### src/sclk_conv_pkg.sv
// shared constants for the serial-clocked conversion sequencer
package sclk_conv_pkg;
  localparam int unsigned CLK_MHZ = 40;
  localparam logic [1:0] CLKSEL_SERIAL = 2'h3;
  localparam logic [1:0] SCAN_REPEAT = 2'h2;
  localparam logic [1:0] REFMODE_INT = 2'h0;
  localparam logic [4:0] CONV_CLOCKS = 5'h10;
  localparam logic [4:0] LEAD_ZEROS = 5'h4;
  localparam logic [3:0] BYTE_BITS = 4'h8;
  localparam logic [4:0] TEMP_BYTES = 5'h18;
  localparam logic [4:0] TEMP_OUT_BYTE = 5'h16;
  localparam logic [1:0] NOP_PWRDN = 2'h2;
  localparam logic [7:0] NOP_BYTE = 8'h00;
  localparam int unsigned TEMP_NS = 53100;
  localparam int unsigned TEMP_CYC = TEMP_NS * CLK_MHZ / 1000;
  localparam int unsigned CSHIGH_MAX_US = 100;
  localparam int unsigned REF_WAIT_US = 45;
  localparam int unsigned WAIT_CYC = REF_WAIT_US * CLK_MHZ;
  localparam int unsigned TIME_W = 24;
  typedef enum logic [3:0] {
    ST_IDLE = 4'b0001,
    ST_CMD  = 4'b0010,
    ST_CONV = 4'b0100,
    ST_TEMP = 4'b1000
  } seq_state_t;
endpackage

### src/serial_clocked_adc_conversion.sv
// serial-clocked adc conversion sequencer with dac load and timing bookkeeping
`timescale 1ns/1ps
`default_nettype none

module serial_clocked_adc_conversion
  import sclk_conv_pkg::*;
(
  input  wire logic               clk,
  input  wire logic               rst,
  input  wire logic               csN,
  input  wire logic               sclk,
  input  wire logic               sdi,
  output logic                    sdo,
  output logic                    sdoEn,
  input  wire logic [1:0]         clock_select,
  input  wire logic [1:0]         scan_select,
  input  wire logic [1:0]         refMode,
  input  wire logic               extRef,
  input  wire logic               bias_keep_on,
  input  wire logic [11:0]        adcResult,
  input  wire logic [11:0]        tempResult,
  input  wire logic               convert_start_pin,
  input  wire logic [TIME_W-1:0]  sampleTime,
  input  wire logic [4:0]         avgCount,
  input  wire logic [TIME_W-1:0]  extRefWake,
  input  wire logic               tempReq,
  input  wire logic               dac_load_strobe,
  input  wire logic [95:0]        dacInput,
  input  wire logic               dacCmdDone,
  output logic [95:0]             dacOutput,
  output logic                    dacSettleStart,
  output logic                    analogOn,
  output logic                    biasOn,
  output logic                    sampleHold,
  output logic [TIME_W-1:0]       scanTime,
  output logic [TIME_W-1:0]       pinConvTime,
  output logic                    wordValid,
  output logic [7:0]              wordData,
  input  wire logic               wordReady
);

  function automatic logic [15:0] frame16(input logic [11:0] d);
    frame16 = {4'h0, d}; // leading zeros then msb first
  endfunction

  ////////////////////////////////////////////////////////////////////////////
  // pin synchronisers
  logic [1:0] csS, ckS, diS, cvS, ldS;
  always_ff @(posedge clk or posedge rst) begin
    if (rst) begin
      csS <= 2'h3; ckS <= 2'h0; diS <= 2'h0; cvS <= 2'h3; ldS <= 2'h3;
    end else begin
      csS <= {csS[0], csN}; ckS <= {ckS[0], sclk}; diS <= {diS[0], sdi};
      cvS <= {cvS[0], convert_start_pin}; ldS <= {ldS[0], dac_load_strobe};
    end
  end

  logic ckD, csD, cvD;
  always_ff @(posedge clk or posedge rst) begin
    if (rst) begin
      ckD <= 1'b0; csD <= 1'b1; cvD <= 1'b1;
    end else begin
      ckD <= ckS[1]; csD <= csS[1]; cvD <= cvS[1];
    end
  end
  wire ckRise = ckS[1] & ~ckD & ~csS[1];
  wire ckFall = ~ckS[1] & ckD & ~csS[1];
  wire csRise = csS[1] & ~csD;
  wire serialMode = (clock_select == CLKSEL_SERIAL);

  ////////////////////////////////////////////////////////////////////////////
  // byte receiver; a short byte is discarded at chip-select rise
  logic [3:0] bitCnt;
  logic [7:0] shIn;
  logic       byteDone;
  always_ff @(posedge clk or posedge rst) begin
    if (rst) begin
      bitCnt <= 4'h0; shIn <= 8'h00; byteDone <= 1'b0;
    end else begin
      byteDone <= 1'b0;
      if (csS[1]) begin
        bitCnt <= 4'h0;
      end else if (ckRise) begin
        shIn <= {shIn[6:0], diS[1]};
        if (bitCnt == BYTE_BITS - 4'h1) begin
          bitCnt <= 4'h0;
          byteDone <= 1'b1;
        end else begin
          bitCnt <= bitCnt + 4'h1;
        end
      end
    end
  end

  ////////////////////////////////////////////////////////////////////////////
  // two-entry buffer of received bytes toward the register side
  logic [7:0] buf0, buf1;
  logic [1:0] bufCnt, next_bufCnt;
  wire push = byteDone & (bufCnt != 2'h2); // a byte past a full buffer is dropped
  wire pop = wordValid & wordReady;
  // fill level after this cycle's push and pop
  always_comb begin
    next_bufCnt = bufCnt + {1'b0, push} - {1'b0, pop};
  end
  // valid is registered from the next fill level so it leaves a flop
  always_ff @(posedge clk or posedge rst) begin
    if (rst) begin
      buf0 <= 8'h00; buf1 <= 8'h00; bufCnt <= 2'h0; wordValid <= 1'b0;
    end else begin
      if (pop) buf0 <= buf1;
      if (push) begin
        if (bufCnt == 2'h0 || (bufCnt == 2'h1 && pop)) buf0 <= shIn;
        else buf1 <= shIn;
      end
      bufCnt <= next_bufCnt;
      wordValid <= (next_bufCnt != 2'h0);
    end
  end
  always_comb begin
    wordData = buf0;
  end

  ////////////////////////////////////////////////////////////////////////////
  // conversion sequencer
  seq_state_t state;
  logic [4:0]  clkCnt, byteCnt;
  logic [1:0]  nopCnt;
  logic [15:0] shOut;
  always_ff @(posedge clk or posedge rst) begin
    if (rst) begin
      state <= ST_IDLE; clkCnt <= 5'h0; byteCnt <= 5'h0; nopCnt <= 2'h0;
      shOut <= 16'h0000; sdo <= 1'b0; sdoEn <= 1'b0; analogOn <= 1'b0; sampleHold <= 1'b0;
    end else begin
      sdoEn <= ~csS[1];
      case (state)
        ST_IDLE: begin
          if (byteDone && serialMode && shIn != NOP_BYTE) begin
            analogOn <= 1'b1;
            nopCnt <= 2'h0;
            clkCnt <= 5'h0;
            byteCnt <= 5'h0;
            sampleHold <= 1'b1;
            shOut <= frame16(adcResult);
            state <= tempReq ? ST_TEMP : ST_CONV;
          end else if (byteDone && shIn == NOP_BYTE && analogOn) begin
            nopCnt <= nopCnt + 2'h1;
            if (nopCnt + 2'h1 == NOP_PWRDN) analogOn <= 1'b0;
          end
        end
        ST_CONV: begin
          // the first zero byte lands inside the sixteen clocks
          if (byteDone) begin
            nopCnt <= (shIn == NOP_BYTE) ? nopCnt + 2'h1 : 2'h0;
          end
          if (ckRise) begin
            sdo <= shOut[15];
            shOut <= {shOut[14:0], 1'b0};
            sampleHold <= 1'b0;
            clkCnt <= clkCnt + 5'h1;
            if (clkCnt == CONV_CLOCKS - 5'h1) begin
              state <= ST_IDLE;
            end
          end
        end
        ST_TEMP: begin
          if (byteDone) begin
            byteCnt <= byteCnt + 5'h1;
            if (byteCnt + 5'h1 == TEMP_OUT_BYTE) shOut <= frame16(tempResult);
            if (byteCnt + 5'h1 == TEMP_BYTES) state <= ST_IDLE;
          end
          if (ckRise) begin
            sampleHold <= 1'b0;
            sdo <= (byteCnt >= TEMP_OUT_BYTE) ? shOut[15] : 1'b0;
            if (byteCnt >= TEMP_OUT_BYTE) shOut <= {shOut[14:0], 1'b0};
          end
        end
        default: state <= ST_IDLE;
      endcase
    end
  end

  // bias block stays up while requested or while the analog block is on
  always_ff @(posedge clk or posedge rst) begin
    if (rst) biasOn <= 1'b0;
    else biasOn <= bias_keep_on | analogOn;
  end

  ////////////////////////////////////////////////////////////////////////////
  // internally timed scan duration bookkeeping
  always_ff @(posedge clk or posedge rst) begin
    if (rst) begin
      scanTime <= '0;
    end else begin
      scanTime <= TIME_W'(sampleTime * avgCount * ((scan_select == SCAN_REPEAT) ? 2 : 1))
                + (tempReq ? TIME_W'(TEMP_CYC) : '0)
                + (extRef ? extRefWake : '0);
    end
  end

  // mode 01: duration counted over start pin low plus high spans
  logic [TIME_W-1:0] pinCnt;
  always_ff @(posedge clk or posedge rst) begin
    if (rst) begin
      pinCnt <= '0; pinConvTime <= '0;
    end else if (!cvS[1] && cvD) begin
      pinConvTime <= pinCnt;
      pinCnt <= TIME_W'(1); // the falling-edge cycle itself counts
    end else begin
      pinCnt <= pinCnt + 1'b1;
    end
  end

  ////////////////////////////////////////////////////////////////////////////
  // dac update: strobe low copies, held low is transparent
  always_ff @(posedge clk or posedge rst) begin
    if (rst) begin
      dacOutput <= '0; dacSettleStart <= 1'b0;
    end else begin
      if (!ldS[1]) dacOutput <= dacInput;
      dacSettleStart <= csRise & dacCmdDone;
    end
  end

endmodule
`default_nettype wire

### config.mk
export PLATFORM = sky130hd
export DESIGN_NAME = serial_clocked_adc_conversion
export DESIGN_NICKNAME = d
export VERILOG_FILES = /design/src/sclk_conv_pkg.sv /design/src/serial_clocked_adc_conversion.sv
export SDC_FILE = /design/constraint.sdc
export NUM_CORES = 1
export LEC_CHECK = 0
export ABC_AREA = 0
export BUFFER_PORTS_ARGS = -buffer_cell sky130_fd_sc_hd__buf_4
export CAP_MARGIN = 20
export CORE_ASPECT_RATIO = 0.75
export CORE_MARGIN = 1.5
export CORE_UTILIZATION = 55
export CTS_CLUSTER_DIAMETER = 50
export DETAILED_ROUTE_END_ITERATION = 16
export PLACE_DENSITY = 0.84
export SLEW_MARGIN = 20
export SYNTH_ARGS = -nofsm -noshare
export SYNTH_HDL_FRONTEND = slang
export SYNTH_SLANG_ARGS = --single-unit
### constraint.sdc
create_clock -name clk -period 8.4 [get_ports clk]
set_clock_uncertainty 0.15 [all_clocks]
set_input_delay 0.42 -clock clk [delete_from_list [all_inputs] [get_ports clk]]
set_output_delay 0.42 -clock clk [all_outputs]
set_load 0.01 [all_outputs]
==> flow_summary.yaml <==
status:
  status: "finished clean"
sta:
  period_share_pct: 77.41
  worst_slack_ns: 1.898
  relSlewSlack_pct: 27.30
  rsz0062_at_grt: "no"
  finalSetupTns_ns: 0
  fmax_mhz: 153.8
  post-route-min-period_ns: 6.502
  worst_pin_slew_ns: 1.091
  hold_violations: 0
  drv_slew: 0
  finalSetupViolations: 0
  holdWs_ns: 0.01679
placed_design:
  dp_slack_ns: 1.442
  dp_hpwl_um: 28330
  io_buffers: 347
  routabilityCongestion: 0.8955
grt:
  grt_pass1_vias: 12390
  grt_pass1_wl_um: 66870
  grt_max_degree: 117
  antenna_found_initial: 2
  grt.total_usage_pct: 29.34
  grt-ovfl-total: 0
floorplan:
  ios: 350
  dieArea_um2: 28460
  core_area_um2: 27000
  die_h_um: 146.5
  num_rows: 52
  start_util_pct: 55.91
  fp.dieW_um: 194.3
logic_synthesis:
  synth_edf_count: 0
  syn_avg_cell_area_um2: 10.40
  synthArstFlopShare_pct: 100.0
  synth.distinct_cells: 77
  synth_area_um2: 15100
  synth_nets: 1806
  ys.flop_type: "dfrtp_1"
  ys_ff_latch: 250
  yosysWarningCount: 0
  syn_inst: 1452
  ys_seq_area_share_pct: 41.51
route:
  first_iter_violations: 667
  avgRoutedWirePerCell_um: 18.63
  num_vias: 12280
  drc: 0
  avgViaCountPerCell: 5.484
  dr.pass1.iters: 9
  drtAntennaViolNets: 0
  routed_wl_um: 41740
worst_setup_path:
  crit_fanout: 20
  cp-end-kind: "register"
  cp.arrival_ns: 6.79
  critical_path_class: "input port to register"
  setup.worst_path.start_class: "input port"
  worstPathRequired_ns: 8.68
clock_tree:
  cts.clk_slew.worst_paths_ns: 0.06
  cts_resized: 0
  clock_path_buffers: 3
  clk_latency_ns: 0.53
  h-tree-depth: 1
  hold_buffers: 102
  post_cts_buffers: 0
  numCtsBuffers: 27
  tritoncts: "done"
  cts_root_buf: "clkbuf_16"
  cts_sinks: 250
cells_and_area:
  seqCellArea_um2: 6271
  drive_gt1_share_pct: 28.88
  nFillCells: 1851
  nets: 2221
  syn_to_final_growth_pct: 31.29
  multi_input_comb_area_um2: 8157
power_and_ir_drop:
  leakage_uw: 0.009771
  p_per_area_nw_per_um2: 234.5
  ir_worst_vdd_mv: 0.1925
worst_hold_path:
  hp-class: "input port to register"
job:
  max_cap_violations: 0
==> critical path, cell delays in order <==
cell      delay (ns)
buf_4           0.18
and2_1          0.18
fa_1            0.51
fa_1            0.55
inv_1           0.05
fa_1            0.54
inv_1           0.04
ha_1            0.34
o211ai_1        0.34
o211ai_1        0.16
a21oi_1         0.31
o21bai_1        0.10
a21oi_1         0.19
xnor2_1         0.17
nand2_1         0.07
o21ai_0         0.11
ha_1            0.27
ha_1            0.30
ha_1            0.35
and3_4          0.20
a32o_1          0.22
a211oi_2        0.37
a31o_4          0.25
or4b_1          0.44
o211ai_1        0.10
==> cells in the final DEF (no fill, tap or decap), drive strengths merged, types with 9 or more instances in the layout <==
master,count
a21oi,43
nand2,218
nand3,23
o21ai,72
mux2i,14
xnor2,39
dfrtp,241
nor2,62
nor3,12
dlygate4sd3,102
a222oi,11
ha,99
fa,64
inv,108
o21a,12
mux2,105
buf,354
clkbuf,38
and2,99
xor2,28
nand2b,12
dfstp,9
a21o,11
==> flip-flops by register name, summed over array words and instances (netlist names), 2 cells and up <==
register / flops
shOut: 16
shIn: 8
scanTime: 24
wordData: 8
clkCnt: 5
ldS: 2
state: 3
nopCnt: 2
diS: 2
ckS: 2
byteCnt: 5
buf1: 8
cvS: 2
bitCnt: 4
bufCnt: 2
pinCnt: 24
dacOutput: 96
csS: 2
pinConvTime: 24
==> per-stage QoR <==
step,power (µW),instances,util (%),cell area [µm²]
5_1_grt,4965,2239,73.40,19820
4_1_cts,4644,2238,73.38,19810
3_3_place_gp,3350,2087,66.39,17930
2_1_floorplan,2858,1452,-,15100
3_5_place_dp,3428,2087,66.39,17930
6_report,4648,2240,73.41,19820
==> final cells by class <==
| type | count | share of cell area (%) |
|---|---|---|
| clock inverters | 11 | 0.5429 |
| diodes | 2 | 0.02525 |
| clock buffers | 38 | 3.819 |
| multi-input cells | 1026 | 41.15 |
| inverters | 106 | 2.045 |
| flip-flops and latches | 250 | 31.64 |
| repair buffers | 456 | 18.56 |
| well taps | 351 | 2.216 |
==> cell usage after synthesis, drive strengths merged (3+ instances only) <==
library cell	count	share of area, %
a2111oi	3	0.34
a211oi	8	0.50
a21o	11	0.56
a21oi	43	1.5
a222oi	11	0.73
a22o	6	0.35
a31oi	6	0.29
and2	99	4.1
and3	6	0.28
buf	12	0.41
clkbuf	58	1.4
dfrtp	241	40
dfstp	9	1.6
fa	64	8.5
ha	99	8.2
inv	106	2.6
mux2	105	7.8
mux2i	14	0.93
nand2	218	5.4
nand2b	12	0.50
nand3	23	0.76
nand4	7	0.33
nand4b	3	0.17
nor2	62	1.6
nor2b	8	0.35
nor3	12	0.53
nor4	3	0.17
o211ai	6	0.36
o21a	12	0.60
o21ai	72	2.4
o21bai	5	0.25
or2	4	0.17
or3	6	0.25
or4	4	0.20
xnor2	39	2.3
xor2	28	1.6
==> path summary, 6_finish.rpt <==
| path | cells after the start | end | start | slack [ns] |
|---|---|---|---|---|
| max in group asynchronous | 4 | clkCnt[3]$_DFFE_PP0P_ | rst | 6.21 |
| setup / recovery | 25 | scanTime[20]$_DFF_PP0_ | avgCount[4] | 1.90 |
| min in group asynchronous | 3 | pinConvTime[17]$_DFFE_PP0P_ | rst | 0.44 |
| setup reg to reg | 7 | shOut[4]$_DFFE_PP0P_ | byteCnt[1]$_DFFE_PP0P_ | 5.83 |
| hold / removal | 2 | dacSettleStart$_DFF_PP0_ | dacCmdDone | 0.02 |
| hold reg to reg | 0 | ckS[1]$_DFF_PP0_ | ckS[0]$_DFF_PP0_ | 0.20 |
==> kinds of logic after synthesis <==
family / count (synthesis) / synth area share [%]
adders and majority gates: 163 / 16.69
buffers and inverters: 176 / 4.492
muxes: 119 / 8.760
DFF: 250 / 41.51
xor gates and xnor gates: 67 / 3.887
AOI/OAI and AO/OA: 206 / 9.639
and+or+nand+nor: 471 / 15.02
==> layer usage <==
layer,wire (µm),track usage [%]
met3,2697,6.145
met5,13,0
met2,20050,48.51
met4,1696,10.74
met1,17290,38.42
==> report_power, final <==
group | total (µW) | leakage (µW) | internal (µW) | switching, µW
logic | 2030 | 0.00626 | 948 | 1080
clock network | 1160 | 0.000420 | 664 | 497
registers | 1460 | 0.00309 | 1360 | 102
total | 4650 | 0.00977 | 2970 | 1680
Note: power is estimated with default switching activity, not from simulation.
